==> src/hdl/ltf_pkg.sv <==
// Notes on behaviour
// - status bit 7 set when transmission deferred by earlier link activity.
// - status bit 6 set if collision input seen active during interframe gap.
// - abort attempt and set bit 5 when collisions exceed retry limit.
// - four-bit collision count; zero with bit 5 means 16; bit 4 zero.
// - descriptor pointer is offset, or full address in linear; all ones none.
// - lowest destination bit marks group address; all ones is broadcast.
// - two-byte length field sent in memory order, high byte first.
// - send command byte count bytes from n+12 or N+16; ignored legacy.
// - with insertion enabled the device adds its own source address.
// - legacy or simplified model take destination and length from command block.
// - flexible model takes header from block or chain per command byte count.
// - address-in-data set: no insertion, header bytes sent unchanged.
// - first byte: legacy first buffer; simplified block; flexible block if count>0.
// - frames under six bytes invalid; legacy aborts with underrun.
// - jam any frame aborted mid-transmission for status bits 8, 9, 10, 12.
// - no jam begins before the preamble has completed.
// - no jam for collision during the final 11 bits.
package ltf_pkg;

  // ****************************************************
  // address modes and frame sources
  // ****************************************************
  typedef enum logic [1:0]
  {
    MODE_LEGACY = 2'b00,
    MODE_SEGMENTED = 2'b01,
    MODE_LINEAR = 2'b10
  } ltf_mode_type;

  typedef enum logic [1:0]
  {
    SRC_NONE = 2'b00,
    SRC_BLOCK = 2'b01,
    SRC_BUFFER = 2'b10
  } ltf_src_type;

  // ****************************************************
  // constants
  // ****************************************************
  localparam int unsigned BIT_DEFER = 7;
  localparam int unsigned BIT_HEART = 6;
  localparam int unsigned BIT_RETRY = 5;
  localparam int unsigned BIT_UNDERRUN = 8;
  localparam int unsigned BIT_NOCTS = 9;
  localparam int unsigned BIT_NOCRS = 10;
  localparam int unsigned BIT_ABORT = 12;
  localparam int unsigned BIT_OK = 13;
  localparam logic [15:0] STATUS_RESET = 16'h0000;
  localparam logic [31:0] NO_DESC_PTR = 32'hFFFF_FFFF;
  localparam logic [7:0] SEG_BLOCK_OFS = 8'h0C;
  localparam logic [7:0] LIN_BLOCK_OFS = 8'h10;
  localparam logic [3:0] MIN_FRAME_BYTES = 4'h6;
  localparam logic [3:0] TAIL_BITS = 4'hB;
  localparam logic [6:0] PREAMBLE_BITS = 7'h40;
  localparam logic [5:0] JAM_BITS = 6'h20;
  localparam logic [13:0] COUNT_ZERO = 14'h0000;

  // ****************************************************
  // grouped signals
  // ****************************************************
  typedef struct packed
  {
    ltf_mode_type mode;
    logic flexible_model_flag;
    logic no_src_insert;
    logic addr_in_data;
    logic [3:0] max_retry;
  } ltf_cfg_type;

  typedef struct packed
  {
    logic [31:0] desc_ptr;
    logic [13:0] command_byte_count;
    logic [47:0] dest_addr;
    logic [15:0] length_field;
    logic [13:0] first_buf_count;
  } ltf_cmd_type;

endpackage : ltf_pkg

==> src/hdl/ltf_tx_assembly.sv <==
module ltf_tx_assembly
  import ltf_pkg::*;
(
  input wire logic sys_clk,
  input wire logic rst,
  input wire ltf_cfg_type cfg,
  input wire ltf_cmd_type cmd,
  input wire logic cmd_start,
  input wire logic link_busy,
  input wire logic collision_detect_input,
  input wire logic collision,
  input wire logic data_underrun,
  input wire logic cts_lost,
  input wire logic crs_lost,
  input wire logic cu_abort,
  input wire logic bit_tick,
  input wire logic frame_last_bits,
  input wire logic frame_done,
  output logic tx_active,
  output logic jam_active,
  output logic insert_src_addr,
  output ltf_src_type first_src,
  output logic [7:0] block_ofs,
  output logic [13:0] block_len,
  output logic use_desc,
  output logic [31:0] desc_addr,
  output logic dest_group,
  output logic dest_broadcast,
  output logic [15:0] len_wire_order,
  output logic [15:0] status_word,
  output logic status_write
);

  // ****************************************************
  // state
  // ****************************************************
  typedef enum logic [2:0]
  {
    ST_IDLE = 3'b000,
    ST_DEFER = 3'b001,
    ST_PRE = 3'b010,
    ST_SEND = 3'b011,
    ST_JAM = 3'b100,
    ST_DONE = 3'b101
  } ltf_state_type;

  ltf_state_type state_ff, nxt_state;
  logic [15:0] stat_ff, nxt_stat;
  logic [4:0] coll_ff, nxt_coll;
  logic [6:0] pre_ff, nxt_pre;
  logic [5:0] jam_ff, nxt_jam;
  logic heart_ff, nxt_heart;
  logic abort_pend_ff, nxt_abort_pend;
  logic wr_ff, nxt_wr;
  logic jam_out_ff, nxt_jam_out;
  logic act_ff, nxt_act;
  logic ins_ff, nxt_ins;
  ltf_src_type src_ff, nxt_src;
  logic [7:0] ofs_ff, nxt_ofs;
  logic [13:0] blen_ff, nxt_blen;
  logic udesc_ff, nxt_udesc;
  logic [31:0] daddr_ff, nxt_daddr;
  logic grp_ff, nxt_grp;
  logic bc_ff, nxt_bc;
  logic [15:0] lwo_ff, nxt_lwo;
  logic [14:0] size_est;
  logic short_frame;
  logic abort_any;

  // ****************************************************
  // frame layout decisions
  // ****************************************************
  always_comb
  begin
    nxt_ins = ~cfg.no_src_insert & ~cfg.addr_in_data;
    nxt_ofs = (cfg.mode == MODE_LINEAR) ? LIN_BLOCK_OFS : SEG_BLOCK_OFS;
    nxt_blen = (cfg.mode == MODE_LEGACY) ? COUNT_ZERO
      : cmd.command_byte_count;
    if (cfg.mode == MODE_LEGACY)
      nxt_src = SRC_BUFFER;
    else if (!cfg.flexible_model_flag)
      nxt_src = SRC_BLOCK;
    else if (cmd.command_byte_count != COUNT_ZERO)
      nxt_src = SRC_BLOCK;
    else
      nxt_src = SRC_BUFFER;
    nxt_udesc = (cmd.desc_ptr != NO_DESC_PTR);
    // legacy and segmented pointers are offsets, linear is a full address
    nxt_daddr = (cfg.mode == MODE_LINEAR) ? cmd.desc_ptr
      : {16'h0000, cmd.desc_ptr[15:0]};
    nxt_grp = cmd.dest_addr[0];
    nxt_bc = &cmd.dest_addr;
    nxt_lwo = cmd.length_field;
    if (state_ff != ST_IDLE || !cmd_start)
    begin
      nxt_ins = ins_ff;
      nxt_ofs = ofs_ff;
      nxt_blen = blen_ff;
      nxt_src = src_ff;
      nxt_udesc = udesc_ff;
      nxt_daddr = daddr_ff;
      nxt_grp = grp_ff;
      nxt_bc = bc_ff;
      nxt_lwo = lwo_ff;
    end
  end

  always_ff @(posedge sys_clk)
  begin
    if (rst)
    begin
      ins_ff <= 1'b0;
      src_ff <= SRC_NONE;
      ofs_ff <= 8'h00;
      blen_ff <= 14'h0000;
      udesc_ff <= 1'b0;
      daddr_ff <= 32'h0000_0000;
      grp_ff <= 1'b0;
      bc_ff <= 1'b0;
      lwo_ff <= 16'h0000;
    end
    else
    begin
      ins_ff <= nxt_ins;
      src_ff <= nxt_src;
      ofs_ff <= nxt_ofs;
      blen_ff <= nxt_blen;
      udesc_ff <= nxt_udesc;
      daddr_ff <= nxt_daddr;
      grp_ff <= nxt_grp;
      bc_ff <= nxt_bc;
      lwo_ff <= nxt_lwo;
    end
  end

  // ****************************************************
  // transmit sequence and status
  // ****************************************************
  // size estimate counts only block bytes plus first buffer; chained
  // buffers beyond the first are not seen here
  assign size_est = (cfg.mode == MODE_LEGACY) ? {1'b0, cmd.first_buf_count}
    : ({1'b0, cmd.command_byte_count} + {1'b0, cmd.first_buf_count});
  assign short_frame = (size_est < {11'h000, MIN_FRAME_BYTES});
  assign abort_any = data_underrun | cts_lost | crs_lost | cu_abort;

  always_comb
  begin
    nxt_state = state_ff;
    nxt_stat = stat_ff;
    nxt_coll = coll_ff;
    nxt_pre = pre_ff;
    nxt_jam = jam_ff;
    nxt_abort_pend = abort_pend_ff;
    nxt_wr = 1'b0;
    nxt_heart = heart_ff;
    // heartbeat watched only in the gap between frames
    if (state_ff == ST_IDLE || state_ff == ST_DEFER)
      nxt_heart = heart_ff | collision_detect_input;
    unique case (state_ff)
      ST_IDLE:
        if (cmd_start)
        begin
          nxt_stat = STATUS_RESET;
          nxt_coll = 5'h00;
          nxt_abort_pend = 1'b0;
          if (cfg.mode == MODE_LEGACY && short_frame)
          begin
            nxt_stat[BIT_UNDERRUN] = 1'b1;
            nxt_state = ST_DONE;
          end
          else if (link_busy)
          begin
            nxt_stat[BIT_DEFER] = 1'b1;
            nxt_state = ST_DEFER;
          end
          else
          begin
            nxt_pre = 7'h00;
            nxt_state = ST_PRE;
          end
        end
      ST_DEFER:
        if (!link_busy)
        begin
          nxt_pre = 7'h00;
          nxt_state = ST_PRE;
        end
      ST_PRE:
      begin
        if (collision || abort_any)
          nxt_abort_pend = 1'b1;
        if (collision)
          nxt_coll = coll_ff + 5'h01;
        if (data_underrun)
          nxt_stat[BIT_UNDERRUN] = 1'b1;
        if (cts_lost)
          nxt_stat[BIT_NOCTS] = 1'b1;
        if (cu_abort)
          nxt_stat[BIT_ABORT] = 1'b1;
        if (bit_tick)
          nxt_pre = pre_ff + 7'h01;
        if (bit_tick && pre_ff == PREAMBLE_BITS - 7'h01)
        begin
          nxt_jam = 6'h00;
          // jam held back until the preamble is out
          nxt_state = (abort_pend_ff || collision || abort_any)
            ? ST_JAM : ST_SEND;
        end
      end
      ST_SEND:
        if (abort_any || (collision && !frame_last_bits))
        begin
          // late collisions in the tail are ignored
          if (collision)
            nxt_coll = coll_ff + 5'h01;
          nxt_stat[BIT_UNDERRUN] = stat_ff[BIT_UNDERRUN] | data_underrun;
          nxt_stat[BIT_NOCTS] = stat_ff[BIT_NOCTS] | cts_lost;
          nxt_stat[BIT_NOCRS] = stat_ff[BIT_NOCRS] | crs_lost;
          nxt_stat[BIT_ABORT] = stat_ff[BIT_ABORT] | cu_abort;
          nxt_jam = 6'h00;
          nxt_state = ST_JAM;
        end
        else if (frame_done)
        begin
          nxt_stat[BIT_OK] = 1'b1;
          nxt_state = ST_DONE;
        end
      ST_JAM:
        if (bit_tick && jam_ff == JAM_BITS - 6'h01)
        begin
          if (stat_ff[BIT_UNDERRUN] || stat_ff[BIT_NOCTS]
              || stat_ff[BIT_NOCRS] || stat_ff[BIT_ABORT])
            nxt_state = ST_DONE;
          else if (coll_ff > {1'b0, cfg.max_retry})
          begin
            nxt_stat[BIT_RETRY] = 1'b1;
            nxt_state = ST_DONE;
          end
          else
          begin
            nxt_pre = 7'h00;
            nxt_abort_pend = 1'b0;
            nxt_state = ST_PRE;
          end
        end
        else if (bit_tick)
          nxt_jam = jam_ff + 6'h01;
      ST_DONE:
      begin
        nxt_stat[3:0] = coll_ff[3:0];
        nxt_stat[4] = 1'b0;
        nxt_stat[BIT_HEART] = heart_ff;
        // a beat in the write-back cycle already belongs to the next gap
        nxt_heart = collision_detect_input;
        nxt_wr = 1'b1;
        nxt_state = ST_IDLE;
      end
      default:
        nxt_state = ST_IDLE;
    endcase
    nxt_jam_out = (nxt_state == ST_JAM);
    nxt_act = (nxt_state == ST_PRE) || (nxt_state == ST_SEND)
      || (nxt_state == ST_JAM);
  end

  always_ff @(posedge sys_clk)
  begin
    if (rst)
    begin
      state_ff <= ST_IDLE;
      stat_ff <= STATUS_RESET;
      coll_ff <= 5'h00;
      pre_ff <= 7'h00;
      jam_ff <= 6'h00;
      heart_ff <= 1'b0;
      abort_pend_ff <= 1'b0;
      wr_ff <= 1'b0;
      jam_out_ff <= 1'b0;
      act_ff <= 1'b0;
    end
    else
    begin
      state_ff <= nxt_state;
      stat_ff <= nxt_stat;
      coll_ff <= nxt_coll;
      pre_ff <= nxt_pre;
      jam_ff <= nxt_jam;
      heart_ff <= nxt_heart;
      abort_pend_ff <= nxt_abort_pend;
      wr_ff <= nxt_wr;
      jam_out_ff <= nxt_jam_out;
      act_ff <= nxt_act;
    end
  end

  assign tx_active = act_ff;
  assign jam_active = jam_out_ff;
  assign insert_src_addr = ins_ff;
  assign first_src = src_ff;
  assign block_ofs = ofs_ff;
  assign block_len = blen_ff;
  assign use_desc = udesc_ff;
  assign desc_addr = daddr_ff;
  assign dest_group = grp_ff;
  assign dest_broadcast = bc_ff;
  assign len_wire_order = lwo_ff;
  assign status_word = stat_ff;
  assign status_write = wr_ff;

endmodule : ltf_tx_assembly

==> config.mk <==
export PLATFORM = sky130hd
export DESIGN_NAME = ltf_tx_assembly
export DESIGN_NICKNAME = d
export VERILOG_FILES = /design/src/hdl/ltf_pkg.sv /design/src/hdl/ltf_tx_assembly.sv
export SDC_FILE = /design/constraint.sdc
export NUM_CORES = 1
export LEC_CHECK = 0
export ABC_CLOCK_PERIOD_IN_PS = 2200
export BUFFER_PORTS_ARGS = -buffer_cell sky130_fd_sc_hd__buf_2
export CORE_ASPECT_RATIO = 2
export CORE_MARGIN = 4
export CORE_UTILIZATION = 47
export CTS_BUF_LIST = sky130_fd_sc_hd__clkbuf_2
export DETAILED_ROUTE_END_ITERATION = 10
export HOLD_SLACK_MARGIN = 0.15
export PLACE_DENSITY = 0.9
export SLEW_MARGIN = 40
export SYNTH_ARGS = -nofsm -noshare
export SYNTH_HDL_FRONTEND = slang
export SYNTH_SLANG_ARGS = --single-unit
export TNS_END_PERCENT = 1
==> constraint.sdc <==
create_clock -name sys_clk -period 2.2 [get_ports sys_clk]
set_input_delay 0.22 -clock sys_clk [delete_from_list [all_inputs] [get_ports sys_clk]]
set_output_delay 0.22 -clock sys_clk [all_outputs]
set_load 0.03 [all_outputs]
# Word level (Yosys, flattened, before mapping)
# Cells that the tools add are included.
dict set report word_totals {
  register_bits 115
  input_bits 146
  out_inout_bits 95
  word_cells 180
}
dict set report classes {
  addsub 4
  n_lt_le_gt_ge 2
  n_eq_ne 29
  mux 66
  n_bitwise 11
  reduce_logical 42
}
# op n
set op_table {}
lappend op_table {{two-way mux 7 bit} 7}
lappend op_table {{AND reduction 48 bit} 1}
lappend op_table {{!= test 2 bit, second input constant} 17}
lappend op_table {{two-way mux 3 bit} 11}
lappend op_table {{two-way mux 32 bit} 1}
lappend op_table {{!= test 32 bit, second input constant} 1}
lappend op_table {{two-way mux 14 bit} 2}
lappend op_table {{case mux 7 bit (4 select lines)} 1}
lappend op_table {{two-way mux 6 bit} 4}
lappend op_table {{two-way mux 1 bit} 20}
lappend op_table {{two-way mux 5 bit} 4}
lappend op_table {{case mux 6 bit (3 select lines)} 1}
lappend op_table {{AND reduction 4 bit} 4}
lappend op_table {{adder 14 x 14 -> 15 bit} 1}
lappend op_table {{less-than comparator 15 x 3 -> 1 bit, second input constant} 1}
lappend op_table {{two-way mux 15 bit} 1}
lappend op_table {{case mux 3 bit (5 select lines)} 1}
lappend op_table {{case mux 5 bit (3 select lines)} 1}
lappend op_table {{nonzero test 14 bit} 1}
lappend op_table {{equality test 3 x 2 -> 1 bit, second input constant} 4}
lappend op_table {{nonzero test 3 bit} 4}
lappend op_table {{logical OR 1 bit} 11}
lappend op_table {{case mux 5 bit (2 select lines)} 1}
lappend op_table {{AND reduction 5 bit} 2}
lappend op_table {{26 further kinds} 52}

# Depth between registers and ports, before layout
# Gate-level depths: netlist of run 1.
dict set report logic_depth {
  ltp_word 10
  depth_mapped 8
}

# Worst setup path before layout of run 1
# Ideal clock, no wire load.
dict set report synth_timing {
  kind {register to register}
  from {register coll_ff[3]}
  to {register pre_ff[6]}
  arrival_time_ns 1.572
  path_slack_ns 0.495
  path_stages_with_launch 7
  path_buffers 0
  synth_period_minus_slack_ns 1.705
  cell_sequence {dfxtp_1 -> ha_1 -> a211oi_1 -> a211o_1 -> a31oi_4 -> o31ai_1 -> a21oi_1}
}
dict set report synth_between {
  elab_chain_len 3
}
# element line
set synth_lines {}
lappend synth_lines {{start: declaration} ltf_tx_assembly.sv:49} ;# logic [4:0] coll_ff, nxt_coll;
lappend synth_lines {{start signal: assignment} ltf_tx_assembly.sv:285} ;# coll_ff <= nxt_coll;
lappend synth_lines {{> comparator 5 x 4 -> 1 bit} ltf_tx_assembly.sv:234} ;# else if (coll_ff > {1'b0, cfg.max_retry})
lappend synth_lines {{!= test 2 bit (no line)} -}
lappend synth_lines {{AND reduction 7 bit (no line)} -}
lappend synth_lines {{end signal: assignment} ltf_tx_assembly.sv:286} ;# pre_ff <= nxt_pre;
lappend synth_lines {{end: declaration} ltf_tx_assembly.sv:50} ;# logic [6:0] pre_ff, nxt_pre;
# Every way passes these cells.
# A chain may end at the register's enable or synchronous reset.

# Worst setup path in the final report of run 1
dict set report layout_timing {
  from {input port cmd[48] (netlist bit)}
  to {register bc_ff, in the netlist dest_broadcast}
}
dict set report layout_between {
  elab_chain_len 1
}
# element line
set layout_lines {}
lappend layout_lines {{start: declaration} ltf_tx_assembly.sv:7} ;# input wire ltf_cmd_type cmd,
lappend layout_lines {{AND reduction 48 bit} ltf_tx_assembly.sv:92} ;# nxt_bc = &cmd.dest_addr;
lappend layout_lines {{end signal: assignment} ltf_tx_assembly.sv:131} ;# bc_ff <= nxt_bc;
lappend layout_lines {{end: declaration} ltf_tx_assembly.sv:64} ;# logic bc_ff, nxt_bc;
# Every way passes these cells.

==> results of run 1 <==
metrics by stage:
stage | total power, mW | utilization (%) | hold slack, ns | cell area (um2)
2_1_floorplan | 2.69 | - | 0.346 | 4590
3_3_place_gp | 3.00 | 61.7 | 0.440 | 5830
4_1_cts | 4.09 | 72.9 | 0.318 | 6890
6_report | 4.15 | 73.0 | 0.358 | 6900
3_5_place_dp | 3.03 | 61.7 | 0.443 | 5830
5_1_grt | 4.30 | 73.0 | 0.329 | 6900
layout make-up:
type | instances | area [um2] | share of cell area (%)
timing repair buffer | 336 | 2190 | 31.8
clock buffer | 9 | 45.0 | 0.653
clock inverter | 7 | 85.1 | 1.23
sequential | 108 | 2160 | 31.3
tap | 130 | 163 | 2.36
antenna | 1 | 2.50 | 0.0363
inverter | 10 | 37.5 | 0.544
multi-input combinational | 368 | 2210 | 32.1
cell usage in the layout (no fill, tap or decap), drive strengths merged, types with 3 or more instances in the layout:
master,instances
a211oi,4
a21oi,57
a22o,35
a31oi,8
and2,3
and3,4
buf,243
clkbuf,9
clkinv,3
conb,9
dfxtp,108
dlygate4sd3,93
ha,7
inv,12
nand2,86
nand2b,6
nand3,11
nand4,26
nor2,36
nor3,9
nor4,14
o211ai,5
o21ai,9
xor2,6
worst register-to-register path, stage by stage (launching register included):
cell     delay (ns)
dfxtp_1        0.40
nor4_1         0.55
nand4_1        0.30
nand2_1        0.23
a31oi_4        0.15
o31ai_1        0.28
a21oi_1        0.09
per-layer routing:
| metal | part of all wire [%] | track usage, % | vias to the layer above |
|---|---|---|---|
| met1 | 34 | 34.1 | 2606 |
| met2 | 51 | 57.3 | 410 |
| met4 | 6.1 | 19.2 | 0 |
| met5 | 0 | 0 | - |
| li1 | - | - | 2482 |
| met3 | 9.8 | 8.16 | 117 |
sequential cells by signal, summed over array words and instances (netlist names), 2 cells and up:
name,flops
len_wire_order,16
first_src,2
pre_ff,7
coll_ff,5
block_len,14
jam_ff,6
desc_addr,32
state_ff,3
block_ofs,2
status_word,12
timing repair:
item | 4_1_cts | 5_1_grt
setup endpoints to repair | 0 | 3
resized for setup | 0 | 1
hold buffers | 93 | 0
hold endpoints to repair | 93 | 0
where the power goes:
group | total (mW) | internal (mW) | switching, mW
Sequential | 2.14 | 2.07 | 0.0715
Combinational | 1.05 | 0.402 | 0.648
Clock | 0.962 | 0.281 | 0.680
Total | 4.15 | 2.75 | 1.40
cell families (layout without fill, tap and decap cells):
| family | after synthesis | in the layout | synth area share (%) |
|---|---|---|---|
| adder cells (fa/ha/maj) | 7 | 7 | 1.92 |
| XOR/XNOR | 7 | 7 | 1.35 |
| AND/OR/NAND/NOR | 207 | 207 | 23.4 |
| multiplexers | 2 | 2 | 0.439 |
| AO/OA/AOI/OAI | 136 | 136 | 20.3 |
| other | 1 | 10 | 0.0823 |
| flip-flops | 108 | 108 | 47.4 |
| buffers and inverters | 43 | 362 | 5.05 |
how the worst min path moves through the flow:
stage / startpoint / endpoint / cells past startpoint
6_report: cfg[6] / first_src[1] / 4
3_5_place_dp: len_wire_order[11] / len_wire_order[11] / 2
2_1_floorplan: cmd[88] / block_len[10] / 1
5_1_grt: cfg[6] / first_src[1] / 4
4_1_cts: cfg[6] / first_src[1] / 4
3_3_place_gp: desc_addr[7] / desc_addr[7] / 2
==> flow_metrics.env, run 1 <==
export IMPL_critPathCapture="dest_broadcast"
export IMPL_worst_setup_path_type="in2reg"
export IMPL_die_w_um=77.6
export IMPL_max_freq_mhz=472
export IMPL_finalWeightedCongestion=0.980
export IMPL_skew_ns=0.0247
export IMPL_clock_path_buffers=2
export IMPL_clock_sinks=108
export IMPL_r2r_start="status_word[10]"
export IMPL_vias_per_cell=5.79
export IMPL_h_tree_depth=3
export IMPL_avgSynthCellArea_um2=8.92
export IMPL_drive_gt1_share_pct=33.4
export IMPL_yosys_register_bits=108
export IMPL_synth_top_cells_by_count="dfxtp_1, nand2_1, a21oi_1"
export IMPL_initial_core_util_pct=48.2
export IMPL_critPathTopFamily="buffers and inverters"
export IMPL_r2r_end="pre_ff[2]"
export IMPL_grt_pass1_wl_um=29700
export IMPL_worstSkewPairLatency_ns=0.57
export IMPL_antenna_found_initial=1
export IMPL_syn_to_final_growth_pct=51.4
export IMPL_synthTopCellsByArea="dfxtp_1, nand2_1, a22o_1, a21oi_1, nand4_1"
export IMPL_rsz0062_at_grt="false"
export IMPL_ant_nets=0
export IMPL_ys_warn_count=0
export IMPL_port_buffers=230
export IMPL_crit_start="cmd[48]"
export IMPL_fin_ws_ns=0.0804
export IMPL_grt_max_degree=38
export IMPL_overflow=0
export IMPL_routed_wl_um=19300
export IMPL_die_h_um=147
export IMPL_io_pin_count=241
export IMPL_num_fill_cells=608
export IMPL_fin_crit_sh_pct=96.3
export IMPL_synthFlopType="dfxtp_1"
export IMPL_first_global_vias=5649
export IMPL_critPathLaunchType="input port"
export IMPL_grtUsageTotal_pct=32.5
export IMPL_ir_drop_uv=341
export IMPL_relSlewSlack_pct=61.3
export IMPL_synthCells=511
export IMPL_yosysSeqAreaShare_pct=47.4
export IMPL_crit_cells=8
export IMPL_synth_cell_types=59
export IMPL_synth_edff_count=0
export IMPL_power_density_nw_per_um2=601
export IMPL_path_cells="dlygate4sd3_1, buf_2, nand4_1, dlygate4sd3_1, nor4_1, dlygate4sd3_1, nand4_1, a21oi_1"
export IMPL_row_count=50
export IMPL_cp_max_fo=1
export IMPL_drtPass1Iterations=6
export IMPL_cts_buffers=9
export IMPL_crit_buf_inv=4
export IMPL_leakagePower_nw=3.20
export IMPL_clkTransAtPathRegs_ns=0.30
export IMPL_final_hold_viol_count=0
export IMPL_synthArstFlopShare_pct=0
export IMPL_synth_most_common_cell="dfxtp_1"
export IMPL_stdcell_count=969
export IMPL_min_period_ns=2.12
export IMPL_crit_arrival_ns=2.63
export IMPL_endpoint_kind="register"
export IMPL_maxCapViolCount=0
export IMPL_hold_class="in2reg"
export IMPL_die_area_um2=11400
export IMPL_wl_per_cell_um=19.9
export IMPL_rrSetupSlack_ns=0.13
export IMPL_root_buffer="clkbuf_2"
export IMPL_vias=5615
export IMPL_cpMostUsedCell="dlygate4sd3_1"
export IMPL_setup_violations=0
export IMPL_postCtsSetupBuffers=0
export IMPL_place_inst=859
export IMPL_fin_nets=986
export IMPL_first_iter_violations=504
export IMPL_slowest_stage="dlygate4sd3_1"
export IMPL_outcome="finished, final reports clean"
export IMPL_critPathMaxStageDelay_ns=0.59
export IMPL_dp_hpwl_um=11900
export IMPL_required_ns=2.71
export IMPL_post_route_drc_count=0
export IMPL_tightestPinTransition_ns=0.576
export IMPL_cts_tree="built"
export IMPL_reg2reg_depth=6
export IMPL_pre_cts_ws_ns=0.171
export IMPL_setup_tns_ns=0
export IMPL_syn_area_um2=4560
export IMPL_yosysTopAreaCell="dfxtp_1"
export IMPL_synth_largest_type_area_fraction_pct=47.4
export IMPL_drv_slew=0
export IMPL_coreArea_um2=9450
No activity file was read; power rests on OpenSTA's default activity.
==> run 2: changes to the inputs <==
- ABC_CLOCK_PERIOD_IN_PS: 2200 -> 2000
- CTS_CLUSTER_DIAMETER: not set -> 40
- SLEW_MARGIN: 40 -> 20
- clock period: 2.2 -> 2 ns (I/O delays scaled with it)
==> run 2 against run 1 <==
Net effect: combinational power up 15%; clock skew increased by 0.016 ns; sequential share of layout area decreased by 0.88 points; core utilization grew 2.3 points; setup slack worse by 0.074 ns; sequential power is 9.8% higher; routed wire length increased by 1.4%; worst hold slack worse by 0.067 ns; design area up 3.2%; global-route usage grew 1.3 points; die area unchanged; critical endpoint unchanged.
==> flow_metrics.env, run 2 (same netlist as run 1, synthesis figures left out) <==
export IMPL_cp_max_fo=1
export IMPL_dp_hpwl_um=12000
export IMPL_final_hold_viol_count=0
export IMPL_fin_nets=1005
export IMPL_tightestPinTransition_ns=0.768
export IMPL_setup_tns_ns=0
export IMPL_worstSkewPairLatency_ns=0.63
export IMPL_r2r_start="coll_ff[3]"
export IMPL_first_global_vias=5990
export IMPL_row_count=50
export IMPL_antenna_cells=0
export IMPL_fin_area_um2=7120
export IMPL_initial_core_util_pct=48.2
export IMPL_overflow=0
export IMPL_endpoint_kind="register"
export IMPL_critPathLaunchType="input port"
export IMPL_worst_setup_path_type="in2reg"
export IMPL_hold_ws_ns=0.292
export IMPL_crit_buf_inv=4
export IMPL_place_inst=869
export IMPL_syn_to_final_growth_pct=56.2
export IMPL_relSlewSlack_pct=48.7
export IMPL_grt_pass1_wl_um=30900
export IMPL_skew_ns=0.0407
export IMPL_vias_per_cell=5.85
export IMPL_hold_path_startpoint="cfg[6]"
export IMPL_path_cells="dlygate4sd3_1, buf_2, nand4_1, dlygate4sd3_1, nor4_1, dlygate4sd3_1, nand4_1, a21oi_1"
export IMPL_critPathTopFamily="buffers and inverters"
export IMPL_die_h_um=147
export IMPL_reg2reg_depth=6
export IMPL_io_pin_count=241
export IMPL_min_to="first_src[1]"
export IMPL_rsz0062_at_grt="true"
export IMPL_clock_path_buffers=2
export IMPL_min_period_ns=1.99
export IMPL_critPathMaxStageDelay_ns=0.59
export IMPL_crit_start="cmd[37]"
export IMPL_largest_reg_flops=32
export IMPL_pwr_share_seq_pct=49.2
export IMPL_grtUsageTotal_pct=33.8
export IMPL_port_buffers=230
export IMPL_h_tree_depth=3
export IMPL_fin_crit_sh_pct=99.7
export IMPL_rrSetupSlack_ns=0.03
export IMPL_ir_drop_uv=447
export IMPL_drtPass1Iterations=5
export IMPL_mostFrequentLayoutCells="buf_2, dfxtp_1, dlygate4sd3_1"
export IMPL_cts_buffers=9
export IMPL_ant_nets=0
export IMPL_die_w_um=77.6
export IMPL_routed_wl_um=19500
export IMPL_stdcell_count=987
export IMPL_pre_cts_ws_ns=-0.0125
export IMPL_required_ns=2.55
export IMPL_wl_per_cell_um=19.8
export IMPL_maxCapViolCount=0
export IMPL_cts_tree="built"
export IMPL_power_density_nw_per_um2=671
export IMPL_vias=5778
export IMPL_hold_class="in2reg"
export IMPL_setup_violations=0
export IMPL_cpMostUsedCell="dlygate4sd3_1"
export IMPL_p_int_mw=3.19
export IMPL_drv_slew=0
export IMPL_antenna_found_initial=0
export IMPL_switching_power_mw=1.58
export IMPL_whs_path_depth=4
export IMPL_outcome="finished, final reports clean"
export IMPL_final_util_pct=75.4
export IMPL_p_sw_share_pct=33.2
export IMPL_coreArea_um2=9450
export IMPL_slowest_stage="dlygate4sd3_1"
export IMPL_finalWeightedCongestion=0.947
export IMPL_p_clk_share_pct=25.5
export IMPL_layout_commonest_cell="buf_2"
export IMPL_drive_gt1_share_pct=34.9
export IMPL_clock_sinks=108
export IMPL_comb_power_share_pct=25.3
export IMPL_clkTransAtPathRegs_ns=0.30
export IMPL_die_area_um2=11400
export IMPL_fin_ws_ns=0.00634
export IMPL_post_route_drc_count=0
export IMPL_first_iter_violations=478
export IMPL_root_buffer="clkbuf_2"
export IMPL_max_freq_mhz=502
export IMPL_crit_arrival_ns=2.55
export IMPL_grt_max_degree=35
export IMPL_leakagePower_nw=3.30
export IMPL_finalPower_mw=4.77
export IMPL_r2r_end="pre_ff[2]"
export IMPL_place_area_um2=5900
-- run 2: changes by cell type in the layout (fill, tap and decap cells not counted), moves of 5 or more --
cell           previous run  this run
dfxtp_1                 108       103
dlygate4sd3_1            93       102
dfxtp_2                   0         5
buf_4                    12        22
-- run 2: worst max-delay path by stage --
stage	slack [ns]	to	cells past startpoint
2_1_floorplan	0.30	pre_ff[6]	6
3_3_place_gp	0.08	tx_active	8
3_5_place_dp	-0.01	tx_active	8
4_1_cts	0.01	block_len[3]	5
5_1_grt	-0.13	pre_ff[2]	7
6_report	0.006	dest_broadcast	8
-- run 2: cell type report --
class	count	area, um2
inverters	10	38.8
flip-flops and latches	108	2170
repair buffers	355	2360
clock buffers	9	45.0
clock inverters	7	108
well taps	130	163
fillers	604	2330
multi-input cells	368	2240
-- run 2: routing by layer --
metal / track usage [%] / share of wire [%] / vias up
met1: 34.6 / 32 / 2635
met5: 0 / 0 / -
met4: 24.4 / 7.8 / 0
met2: 58.5 / 50 / 480
met3: 8.22 / 9.9 / 147
li1: - / - / 2516
-- run 2: power groups by stage --
stage	registers (mW)	logic, mW	clock network (mW)
6_report	2.35	1.21	1.22
5_1_grt	2.36	1.28	1.33
4_1_cts	2.33	1.14	1.23
3_5_place_dp	2.37	0.978	0
3_3_place_gp	2.36	0.957	0
2_1_floorplan	2.56	0.395	0
-- run 2: tightest hold or removal path: stages --
cell and delay, ns:
buf_2 0.09, nor4b_1 0.15, a311o_1 0.34, o211a_1 0.13
-- run 2: timing repair --
item	4_1_cts	5_1_grt
endpoints found under the hold margin	98	0
gates cloned	0	0
hold buffers	102	0
endpoints found under the setup margin	3	28
pin swaps	0	9
gates resized for setup	2	11
buffers inserted	0	0
